**config.mk**
```make
export PLATFORM = sky130hd
export DESIGN_NAME = ebsd_decoder
export DESIGN_NICKNAME = d
export VERILOG_FILES = /design/src/hw/ebsd_pkg.sv /design/src/hw/ebsd_pin_sync.sv /design/src/hw/ebsd_decoder.sv
export VERILOG_INCLUDE_DIRS = /design/src /design/src/hw
export SDC_FILE = /design/constraint.sdc
export NUM_CORES = 1
export LEC_CHECK = 0
export BUFFER_PORTS_ARGS = -buffer_cell sky130_fd_sc_hd__buf_2
export CAP_MARGIN = 10
export CORE_MARGIN = 8
export CORE_UTILIZATION = 50
export DETAILED_ROUTE_END_ITERATION = 7
export PLACE_DENSITY = 0.74
export SLEW_MARGIN = 10
export SYNTH_ARGS = -nofsm -noshare
export SYNTH_HDL_FRONTEND = slang
export SYNTH_SLANG_ARGS = --single-unit
```
**constraint.sdc**
```tcl
create_clock -name clk -period 4.7 [get_ports clk]
set_clock_uncertainty 0.15 [all_clocks]
set_input_delay 0.94 -clock clk [delete_from_list [all_inputs] [get_ports clk]]
set_output_delay 0.94 -clock clk [all_outputs]
set_load 0.1 [all_outputs]
```
**src/hw/ebsd_regs.svh**
```systemverilog
// Register offsets, field positions, reset values and counts of the
// external bus space decoder. Included by the package and the design.
`ifndef EBSD_REGS_SVH
`define EBSD_REGS_SVH

// Register byte addresses as seen on the Wishbone bus
`define EBSD_IDX_BUS_CONFIG_ONE      32'hffff8620
`define EBSD_IDX_BUS_CONFIG_TWO      32'hffff8622
`define EBSD_IDX_WAIT_CTRL_ONE       32'hffff8624
`define EBSD_IDX_WAIT_CTRL_TWO       32'hffff8626
`define EBSD_IDX_DRAM_AREA_CTRL      32'hffff862a
`define EBSD_IDX_REFRESH_CSR         32'hffff862c
`define EBSD_IDX_REFRESH_COUNTER     32'hffff862e
`define EBSD_IDX_REFRESH_COMPARE     32'hffff8630

// Power-on values
`define EBSD_RST_BUS_CONFIG_ONE      16'h200f
`define EBSD_RST_BUS_CONFIG_TWO      16'hffff
`define EBSD_RST_WAIT_CTRL_ONE       16'hffff
`define EBSD_RST_WAIT_CTRL_TWO       16'h000f
`define EBSD_RST_DRAM_AREA_CTRL      16'h0000
`define EBSD_RST_REFRESH_CSR         16'h0000
`define EBSD_RST_REFRESH_COUNTER     16'h0000
`define EBSD_RST_REFRESH_COMPARE     16'h0000

// First bus control register fields
`define EBSD_BC1_WRITE_MASK          16'h21ff
`define EBSD_BC1_TIMER_EN_BIT        13
`define EBSD_BC1_MUX_IO_BIT          8
`define EBSD_BC1_LONG_LSB            4
`define EBSD_BC1_WORD_LSB            0

// Refresh timer control/status fields
`define EBSD_RCSR_FLAG_BIT           7
`define EBSD_RCSR_IRQ_EN_BIT         6
`define EBSD_RCSR_CLK_MSB            5
`define EBSD_RCSR_CLK_LSB            3

// DRAM width field and wait fields
`define EBSD_DCR_WIDTH_MSB           1
`define EBSD_DCR_WIDTH_LSB           0
`define EBSD_WAIT_FIELD_BITS         4
`define EBSD_MUX_WIDTH_ADDR_BIT      14

`endif

```
**src/hw/ebsd_pkg.sv**
```systemverilog
// Types shared by the external bus space decoder.
// Assumes ebsd_regs.svh is on the include path.
`include "ebsd_regs.svh"
package ebsd_pkg;
  typedef enum logic [3:0] {
    SP_ROM  = 4'h0,
    SP_CS0  = 4'h1,
    SP_CS1  = 4'h2,
    SP_CS2  = 4'h3,
    SP_CS3  = 4'h4,
    SP_DRAM = 4'h5,
    SP_PERI = 4'h6,
    SP_RAM  = 4'h7,
    SP_RSVD = 4'h8
  } ebsd_space_type;

  typedef enum logic [1:0] {
    WD_8  = 2'h0,
    WD_16 = 2'h1,
    WD_32 = 2'h2
  } ebsd_width_type;

  typedef struct packed {
    logic [31:0] addr;
    logic        write;
  } ebsd_req_type;

  typedef struct packed {
    ebsd_space_type space;
    ebsd_width_type width;
    logic           fault;
  } ebsd_result_type;
endpackage : ebsd_pkg

```
**src/hw/ebsd_pin_sync.sv**
```systemverilog
// Three-stage input synchroniser for pins from outside the clock domain.
// Assumes a synchronous active-high reset on the same clock.
`timescale 1ns/1ns
`default_nettype none
module ebsd_pin_sync #(
  parameter int WIDTH = 1,
  parameter logic [WIDTH-1:0] INIT = '0
) (
  // Clock and reset
  input  wire logic             clk,
  input  wire logic             rst,
  // Pin side
  input  wire logic [WIDTH-1:0] pin,
  // Filtered level
  output var  logic [WIDTH-1:0] level
);
  logic [WIDTH-1:0] stage_one;
  logic [WIDTH-1:0] stage_two;
  logic [WIDTH-1:0] stage_three;
  logic [WIDTH-1:0] next_level;

  // A bit moves only when the last two stages agree
  assign next_level = (stage_three & (stage_two ~^ stage_three))
                    | (level & (stage_two ^ stage_three));

  always_ff @(posedge clk)
  begin
    if (rst)
    begin
      stage_one   <= INIT;
      stage_two   <= INIT;
      stage_three <= INIT;
      level       <= INIT;
    end
    else
    begin
      stage_one   <= pin;
      stage_two   <= stage_one;
      stage_three <= stage_two;
      level       <= next_level;
    end
  end
endmodule : ebsd_pin_sync
`default_nettype wire

```
**src/hw/ebsd_decoder.sv**
```systemverilog
// External bus space decoder: address split, chip selects, bus widths,
// control registers on classic Wishbone and the refresh interval timer.
// Assumes rst is the power-on reset; manual reset only aborts accesses.
`timescale 1ns/1ns
`default_nettype none
`include "ebsd_regs.svh"
module ebsd_decoder (
  // Clock, power-on reset and manual reset
  input  wire logic                 clk,
  input  wire logic                 rst,
  input  wire logic                 manual_rst,
  // Wishbone register slave
  input  wire logic                 wb_cyc_i,
  input  wire logic                 wb_stb_i,
  input  wire logic                 wb_we_i,
  input  wire logic [31:0]          wb_adr_i,
  input  wire logic [3:0]           wb_sel_i,
  input  wire logic [31:0]          wb_dat_i,
  output var  logic [31:0]          wb_dat_o,
  output var  logic                 wb_ack_o,
  output var  logic                 wb_err_o,
  // Internal access request
  input  wire logic                 acc_valid,
  input  wire ebsd_pkg::ebsd_req_type acc_req,
  output var  logic                 acc_ready,
  output var  logic                 acc_done,
  output var  ebsd_pkg::ebsd_result_type acc_result,
  // Mode and wait pins
  input  wire logic                 rom_enable_pin,
  input  wire logic                 single_chip_pin,
  input  wire logic                 cs0_wide_pin,
  input  wire logic                 wait_n_pin,
  // External bus
  output var  logic [3:0]           chip_select_n,
  output var  logic [21:0]          ext_addr,
  output var  ebsd_pkg::ebsd_width_type ext_width,
  // Side controls
  output var  logic                 timer_regs_access_enable,
  output var  logic                 refresh_compare_irq
);
  import ebsd_pkg::*;

  typedef enum logic [2:0] {
    ST_IDLE = 3'b001,
    ST_WAIT = 3'b010,
    ST_HOLD = 3'b100
  } ebsd_state_type;

  function automatic logic [31:0] byte_addr(input logic [31:0] idx);
    byte_addr = idx;
  endfunction : byte_addr

  function automatic ebsd_space_type decode_space(
    input logic [31:0] a,
    input logic        rom_en,
    input logic        single);
    ebsd_space_type s;
    s = SP_RSVD;
    if (a[31:24] == 8'h00)
    begin
      unique case (a[23:22])
        2'h0: s = (rom_en && a[21]) || !rom_en ? SP_CS0 : SP_RSVD;
        2'h1: s = SP_CS1;
        2'h2: s = SP_CS2;
        2'h3: s = SP_CS3;
      endcase
      if (rom_en && a[23:18] == 6'h00)
        s = SP_ROM;
    end
    else if (a[31:24] == 8'h01)
      s = SP_DRAM;
    else if (a[31:11] == 21'h1ffff0)
      s = SP_PERI;
    else if (a[31:12] == 20'hfffff)
      s = SP_RAM;
    if (single && s != SP_ROM && s != SP_PERI && s != SP_RAM)
      s = SP_RSVD;
    decode_space = s;
  endfunction : decode_space

  function automatic ebsd_width_type size_of(input logic long_bit,
                                             input logic word_bit);
    size_of = long_bit ? WD_32 : (word_bit ? WD_16 : WD_8);
  endfunction : size_of

  // Registers
  logic [15:0] bus_config_one;
  logic [15:0] bus_config_two;
  logic [15:0] wait_state_ctrl_one;
  logic [15:0] wait_state_ctrl_two;
  logic [15:0] dram_area_ctrl;
  logic [15:0] refresh_timer_ctrl_status;
  logic [15:0] refresh_counter;
  logic [15:0] refresh_compare_constant;

  // Synchronised pins
  logic [3:0] pin_level;
  logic       rom_en;
  logic       single;
  logic       cs0_wide;
  logic       wait_req;

  ebsd_pin_sync #(
    .WIDTH (4),
    .INIT  (4'h8)
  ) u_pin_sync (
    .clk   (clk),
    .rst   (rst),
    .pin   ({wait_n_pin, cs0_wide_pin, single_chip_pin, rom_enable_pin}),
    .level (pin_level)
  );

  assign rom_en   = pin_level[0];
  assign single   = pin_level[1];
  assign cs0_wide = pin_level[2];
  assign wait_req = !pin_level[3];

  // Bus decode
  wire        wb_req = wb_cyc_i && wb_stb_i && !wb_ack_o && !wb_err_o;
  wire        sel_bc1 = wb_adr_i == byte_addr(`EBSD_IDX_BUS_CONFIG_ONE);
  wire        sel_bc2 = wb_adr_i == byte_addr(`EBSD_IDX_BUS_CONFIG_TWO);
  wire        sel_wc1 = wb_adr_i == byte_addr(`EBSD_IDX_WAIT_CTRL_ONE);
  wire        sel_wc2 = wb_adr_i == byte_addr(`EBSD_IDX_WAIT_CTRL_TWO);
  wire        sel_dcr = wb_adr_i == byte_addr(`EBSD_IDX_DRAM_AREA_CTRL);
  wire        sel_csr = wb_adr_i == byte_addr(`EBSD_IDX_REFRESH_CSR);
  wire        sel_cnt = wb_adr_i == byte_addr(`EBSD_IDX_REFRESH_COUNTER);
  wire        sel_cor = wb_adr_i == byte_addr(`EBSD_IDX_REFRESH_COMPARE);
  wire        mapped = sel_bc1 | sel_bc2 | sel_wc1 | sel_wc2
                     | sel_dcr | sel_csr | sel_cnt | sel_cor;
  wire        wr = wb_req && wb_we_i && mapped;
  wire [15:0] lane = {{8{wb_sel_i[1]}}, {8{wb_sel_i[0]}}};
  wire [15:0] rd_data =
      ({16{sel_bc1}} & (bus_config_one & `EBSD_BC1_WRITE_MASK))
    | ({16{sel_bc2}} & bus_config_two)
    | ({16{sel_wc1}} & wait_state_ctrl_one)
    | ({16{sel_wc2}} & wait_state_ctrl_two)
    | ({16{sel_dcr}} & dram_area_ctrl)
    | ({16{sel_csr}} & refresh_timer_ctrl_status)
    | ({16{sel_cnt}} & refresh_counter)
    | ({16{sel_cor}} & refresh_compare_constant);

  function automatic logic [15:0] merge(input logic [15:0] old,
                                        input logic [15:0] m);
    merge = (old & ~m) | (wb_dat_i[15:0] & m);
  endfunction : merge

  // Refresh interval timer
  logic [7:0] prescale;
  wire  [2:0] clk_sel = refresh_timer_ctrl_status[`EBSD_RCSR_CLK_MSB:`EBSD_RCSR_CLK_LSB];
  wire  [7:0] tick_mask = 8'hff >> (3'h7 - clk_sel);
  wire        tick = clk_sel != 3'h0 && (prescale & tick_mask) == 8'h00;
  wire        match = tick && refresh_counter == refresh_compare_constant;
  wire        csr_flag = refresh_timer_ctrl_status[`EBSD_RCSR_FLAG_BIT];
  wire        flag_clear = wr && sel_csr && wb_sel_i[0]
                        && !wb_dat_i[`EBSD_RCSR_FLAG_BIT];
  wire [15:0] csr_merged = merge(refresh_timer_ctrl_status, lane);

  // Register file: reset by power-on only, manual reset leaves it alone
  always_ff @(posedge clk)
  begin
    if (rst)
    begin
      bus_config_one            <= `EBSD_RST_BUS_CONFIG_ONE;
      bus_config_two            <= `EBSD_RST_BUS_CONFIG_TWO;
      wait_state_ctrl_one       <= `EBSD_RST_WAIT_CTRL_ONE;
      wait_state_ctrl_two       <= `EBSD_RST_WAIT_CTRL_TWO;
      dram_area_ctrl            <= `EBSD_RST_DRAM_AREA_CTRL;
      refresh_timer_ctrl_status <= `EBSD_RST_REFRESH_CSR;
      refresh_counter           <= `EBSD_RST_REFRESH_COUNTER;
      refresh_compare_constant  <= `EBSD_RST_REFRESH_COMPARE;
      prescale                  <= 8'h00;
    end
    else
    begin
      prescale <= prescale + 8'h01;
      if (wr && sel_bc1)
        bus_config_one <= merge(bus_config_one, lane & `EBSD_BC1_WRITE_MASK);
      if (wr && sel_bc2)
        bus_config_two <= merge(bus_config_two, lane);
      if (wr && sel_wc1)
        wait_state_ctrl_one <= merge(wait_state_ctrl_one, lane);
      if (wr && sel_wc2)
        wait_state_ctrl_two <= merge(wait_state_ctrl_two, lane);
      if (wr && sel_dcr)
        dram_area_ctrl <= merge(dram_area_ctrl, lane);
      if (wr && sel_cor)
        refresh_compare_constant <= merge(refresh_compare_constant, lane);
      // Bus write to the counter wins over the timer
      if (wr && sel_cnt)
        refresh_counter <= merge(refresh_counter, lane);
      else if (match)
        refresh_counter <= 16'h0000;
      else if (tick)
        refresh_counter <= refresh_counter + 16'h0001;
      if (wr && sel_csr)
        refresh_timer_ctrl_status[6:0] <= csr_merged[6:0];
      // Flag: a match in the clearing cycle still sets it
      if (match)
        refresh_timer_ctrl_status[`EBSD_RCSR_FLAG_BIT] <= 1'b1;
      else if (flag_clear)
        refresh_timer_ctrl_status[`EBSD_RCSR_FLAG_BIT] <= 1'b0;
    end
  end

  assign timer_regs_access_enable = bus_config_one[`EBSD_BC1_TIMER_EN_BIT];
  assign refresh_compare_irq =
    csr_flag && refresh_timer_ctrl_status[`EBSD_RCSR_IRQ_EN_BIT];

  // Wishbone answer one cycle after the request; unmapped gets err
  always_ff @(posedge clk)
  begin
    if (rst)
    begin
      wb_ack_o <= 1'b0;
      wb_err_o <= 1'b0;
      wb_dat_o <= 32'h0000_0000;
    end
    else
    begin
      wb_ack_o <= wb_req && mapped;
      wb_err_o <= wb_req && !mapped;
      wb_dat_o <= (wb_req && !wb_we_i) ? {16'h0000, rd_data} : 32'h0000_0000;
    end
  end

  // Access decode
  wire ebsd_space_type space = decode_space(acc_req.addr, rom_en, single);
  wire       mux_io = bus_config_one[`EBSD_BC1_MUX_IO_BIT];
  wire [3:0] long_bits = bus_config_one[`EBSD_BC1_LONG_LSB +: 4];
  wire [3:0] word_bits = bus_config_one[`EBSD_BC1_WORD_LSB +: 4];
  wire [1:0] cs_idx = acc_req.addr[23:22];
  wire [1:0] dram_code = dram_area_ctrl[`EBSD_DCR_WIDTH_MSB:`EBSD_DCR_WIDTH_LSB];
  wire       is_cs = space inside {SP_CS0, SP_CS1, SP_CS2, SP_CS3};
  wire       is_ext = is_cs || space == SP_DRAM;
  ebsd_width_type width;

  always_comb
  begin
    width = WD_32;
    if (space == SP_PERI)
      width = WD_16;
    else if (space == SP_DRAM)
      width = dram_code[1] ? WD_32 : (dram_code[0] ? WD_16 : WD_8);
    else if (space == SP_CS3 && mux_io)
      width = acc_req.addr[`EBSD_MUX_WIDTH_ADDR_BIT] ? WD_16 : WD_8;
    else if (space == SP_CS0 && !rom_en)
      width = cs0_wide ? WD_32 : WD_16;
    else if (is_cs)
      width = size_of(long_bits[cs_idx], word_bits[cs_idx]);
  end

  // Wait states: one nibble per chip-select space, DRAM from second word
  wire [3:0] cs_wait = wait_state_ctrl_one[cs_idx*`EBSD_WAIT_FIELD_BITS +: 4];
  wire [3:0] load_wait = space == SP_DRAM ? wait_state_ctrl_two[3:0] : cs_wait;

  ebsd_state_type state;
  ebsd_state_type next_state;
  logic [3:0]     wait_left;
  wire            take = acc_valid && acc_ready;
  wire            ext_end = state == ST_HOLD && !wait_req;

  assign acc_ready = state == ST_IDLE;

  always_comb
  begin
    next_state = state;
    unique case (state)
      ST_IDLE:
        if (take && is_ext)
          next_state = ST_WAIT;
      ST_WAIT:
        if (wait_left == 4'h0)
          next_state = ST_HOLD;
      ST_HOLD:
        if (!wait_req)
          next_state = ST_IDLE;
    endcase
  end

  always_ff @(posedge clk)
  begin
    if (rst || manual_rst)
    begin
      state         <= ST_IDLE;
      wait_left     <= 4'h0;
      chip_select_n <= 4'hf;
      ext_addr      <= 22'h000000;
      ext_width     <= WD_32;
      acc_done      <= 1'b0;
      acc_result    <= '{space: SP_RSVD, width: WD_32, fault: 1'b0};
    end
    else
    begin
      state    <= next_state;
      acc_done <= (take && !is_ext) || ext_end;
      if (take)
      begin
        acc_result <= '{space: space, width: width, fault: space == SP_RSVD};
        wait_left  <= load_wait;
        if (is_ext)
        begin
          ext_addr  <= acc_req.addr[21:0];
          ext_width <= width;
          if (is_cs)
            chip_select_n <= ~(4'h1 << cs_idx);
        end
      end
      else if (state == ST_WAIT && wait_left != 4'h0)
        wait_left <= wait_left - 4'h1;
      if (ext_end)
        chip_select_n <= 4'hf;
    end
  end

  // Assertions
  a_ram_one_state: assert property (@(posedge clk) disable iff (rst || manual_rst)
    take && space == SP_RAM |=> acc_done && acc_result.width == WD_32)
    else $error("RAM access not finished in one state");

  a_rom_one_state: assert property (@(posedge clk) disable iff (rst || manual_rst)
    take && space == SP_ROM |=> acc_done && acc_result.space == SP_ROM)
    else $error("ROM access not finished in one state");

  a_cs_one_hot: assert property (@(posedge clk) disable iff (rst || manual_rst)
    take && is_cs |=> chip_select_n == ~(4'h1 << $past(cs_idx)))
    else $error("Chip select does not match address bits 23..22");

  a_ext_addr_low: assert property (@(posedge clk) disable iff (rst || manual_rst)
    take && is_ext |=> ext_addr == $past(acc_req.addr[21:0]))
    else $error("External address differs from low address bits");

  a_single_chip: assert property (@(posedge clk) disable iff (rst || manual_rst)
    take && single && acc_req.addr[31:25] == 7'h00
      && !(rom_en && acc_req.addr[23:18] == 6'h00) |=> acc_result.fault && chip_select_n == 4'hf)
    else $error("External space decoded in single-chip mode");

  a_reserved_zero: assert property (@(posedge clk) disable iff (rst)
    wb_ack_o && $past(sel_bc1 && !wb_we_i) |-> wb_dat_o[15:14] == 2'h0 && wb_dat_o[12:9] == 4'h0)
    else $error("Reserved config bits read as one");

  a_mux_width: assert property (@(posedge clk) disable iff (rst || manual_rst)
    take && space == SP_CS3 && mux_io |=>
      ext_width == ($past(acc_req.addr[14]) ? WD_16 : WD_8))
    else $error("Multiplexed space width ignores address bit 14");

  a_wait_count: assert property (@(posedge clk) disable iff (rst || manual_rst)
    take && is_ext && load_wait == 4'h2 |=> state == ST_WAIT [*3] ##1 state == ST_HOLD)
    else $error("Programmed wait states not inserted");

  a_flag_set: assert property (@(posedge clk) disable iff (rst)
    match |=> csr_flag && refresh_counter == 16'h0000)
    else $error("Compare match did not set flag and clear counter");

  a_timer_gate: assert property (@(posedge clk)
    $fell(rst) |-> timer_regs_access_enable && bus_config_one == `EBSD_RST_BUS_CONFIG_ONE)
    else $error("Timer access enable not set after power-on");
endmodule : ebsd_decoder
`default_nettype wire

```
==> impl_metrics.toml <==
[run_status]
status = "completed"

[critical_path]
cp-start-kind = "input pin"
rr_startpoint = "prescale[2]$_SDFF_PP0_"
startpoint = "wb_adr_i[6]"
critPathCaptureType = "flop"
path_class = "input pin to flop"
required_ps = 4880
cp_max_fo = 16
critical_path_arrival_ps = 3950

[yosys]
yosysWarningCount = 0
synth-seq-area-share = 0.430
syn_inst = 1022
ys.flop_type = "dfxtp_1"
synthArstFlopShare = 0
yosys.cell_types.count = 70
synth_edf_count = 0
synth.avg_cell_area_um2 = 9.06
ys_seq_elements = 199
netlist_area_um2 = 9260

[route]
drt_iter0_markers = 927
drc = 0
wl_met1_um = 10500
dr_total_vias = 8120
viasPerCell = 5.91
route.top_layer_used = "met4"
ant_nets = 0
wl_per_cell_um = 18.4
wl_met2_um = 12000
dr_wl_met3_um = 2190
routed_wl_um = 25300
first_pass_iters = 6

[timing]
slew_violations = 0
max_freq_ghz = 0.265
rsz0062_at_grt = "no"
relSlewSlack = 0.479
hold_ws_ps = 266
worst_slew_pin_slew_ps = 782
setup-violations-final = 0
hold_viol = 0
finalCriticalPeriod_ps = 3770
period_share = 0.802
setup_tns_ps = 0

[cts]
ctsResizeCount = 0
holdBufCountCts = 0
clkTransAtPathRegs_ps = 70
cts_tree = "yes"
cts.sinks = 199
clk_path_buf_depth = 2
post_cts_buffers = 0
clk_latency_ps = 440
cts_buffers = 17
root_buffer = "clkbuf_16"
h-tree-depth = 4

[power_and_ir_drop]
vdd_drop_max_mv = 0.256
intPower_mw = 2.65
p_seq_frac = 0.490
power.switching_mw = 0.824
power.share.clock = 0.447
p_sw_frac = 0.237
pwr-share-comb = 0.064
powerDensity_nw_per_um2 = 325
p_total_mw = 3.47
p_leak_nw = 4.07

[place]
dp_hpwl_um = 18500
gp_congestion = 0.862
portBuffers = 149
placed_cells = 1343

[floorplan]
dieHeight_um = 152
design.core.area_um2 = 18100
num_io_pins = 185
num_rows = 49
die_area_um2 = 23100
die_x_um = 152
initial_core_util = 0.512

[finish]
mostFrequentLayoutCell = "dfxtp_1"
nNetsFinal = 1257
fin_cells = 1375
fillers = 1597
postLayoutCoreUtil = 0.590
area_delta_synth_final_pct = 15.2
n_antenna_cell = 0
drive_gt1_frac = 0.201
final_cell_mix = "dfxtp_1, buf_2, nor2_1"

[global_routing]
grt_pass1_vias = 7702
grt-ovfl-total = 0
grtUsageTotal = 0.213
antenna_found_initial = 0
grt_pass1_wl_um = 40200
grt_max_degree = 71

[run]
drv_cap = 0

[worst_hold_path]
hp-class = "flop to flop"
hp-start = "u_pin_sync.stage_one[3]$_SDFF_PP1_"
[power groups by stage]
| stage | clock network, mW | registers (mW) | logic [mW] |
|---|---|---|---|
| detailed placement | 0 | 1.74 | 0.219 |
| finish | 1.55 | 1.70 | 0.221 |
| global placement | 0 | 1.74 | 0.216 |
| CTS | 1.57 | 1.70 | 0.220 |
| floorplan | 0 | 1.75 | 0.144 |
| global route | 1.64 | 1.70 | 0.235 |
[cell usage after synthesis (all sizes together), types with 6 or more instances]
library cell	instances	area, µm²
a211o	42	368
a21oi	48	244
a222oi	24	240
a22oi	22	165
a31oi	12	75.1
and2	16	100
and3	20	130
buf	42	258
clkbuf	47	179
dfxtp	199	3980
ha	12	150
inv	9	33.8
mux2i	61	611
mux4	12	270
nand2	89	334
nand2b	6	37.5
nand3	27	135
nand4	12	75.1
nor2	124	475
nor2b	52	325
nor3	15	80.1
nor4	8	50.1
o21ai	32	160
o31ai	6	45.0
xnor2	14	123
xor2	14	123
[worst max-delay path, cell delays in order]
cell     delay [ps]
buf_2            90
or4b_2          650
nor4_1          260
buf_4           200
nand3_1         140
nor2_2          400
nand2_1         280
and2b_1         600
nor2b_1         110
a211o_1         290
[cells by family (layout without fill, tap and decap cells)]
kind of cell,count (synthesis),count (layout),share of synthesized area
multiplexers,74,74,0.0963
other,1,16,0.000405
adder cells (fa/ha/maj),12,12,0.0162
AND/OR/NAND/NOR,394,394,0.210
buffers and inverters,98,207,0.0508
XOR/XNOR,28,28,0.0265
AO/OA/AOI/OAI,216,216,0.170
flip-flops,199,199,0.430
[final timing paths]
path | end | slack (ps) | depth (start not counted)
worst max-delay path | flop | 930 | 10
worst min-delay path | u_pin_sync.stage_two[3]$_SDFF_PP1_ | 270 | 1
worst max register to register | flop | 1520 | 8
worst min register to register | u_pin_sync.stage_two[3]$_SDFF_PP1_ | 270 | 1
[through the flow]
step	setup slack [ps]	area, µm²
final	931	10700
after global routing	731	10700
after CTS	995	10700
after detailed placement	560	10100
after global placement	611	10100
after floorplan	33.0	9320
[cell type report]
class | count | area, µm² | share of cell area
Inverter | 9 | 33.8 | 0.00316
Tap cell | 229 | 287 | 0.0268
Clock inverter | 14 | 196 | 0.0184
Multi-Input combinational cell | 740 | 4870 | 0.456
Timing Repair Buffer | 166 | 876 | 0.0820
Sequential cell | 199 | 3980 | 0.373
Clock buffer | 18 | 429 | 0.0402
[per-layer routing]
| layer | track usage | up-vias |
|---|---|---|
| li1 | - | 3867 |
| met1 | 0.252 | 3852 |
| met2 | 0.352 | 355 |
| met3 | 0.0664 | 46 |
| met4 | 0.0857 | 0 |
| met5 | 0 | - |
No activity file was read; power rests on OpenSTA's default activity.
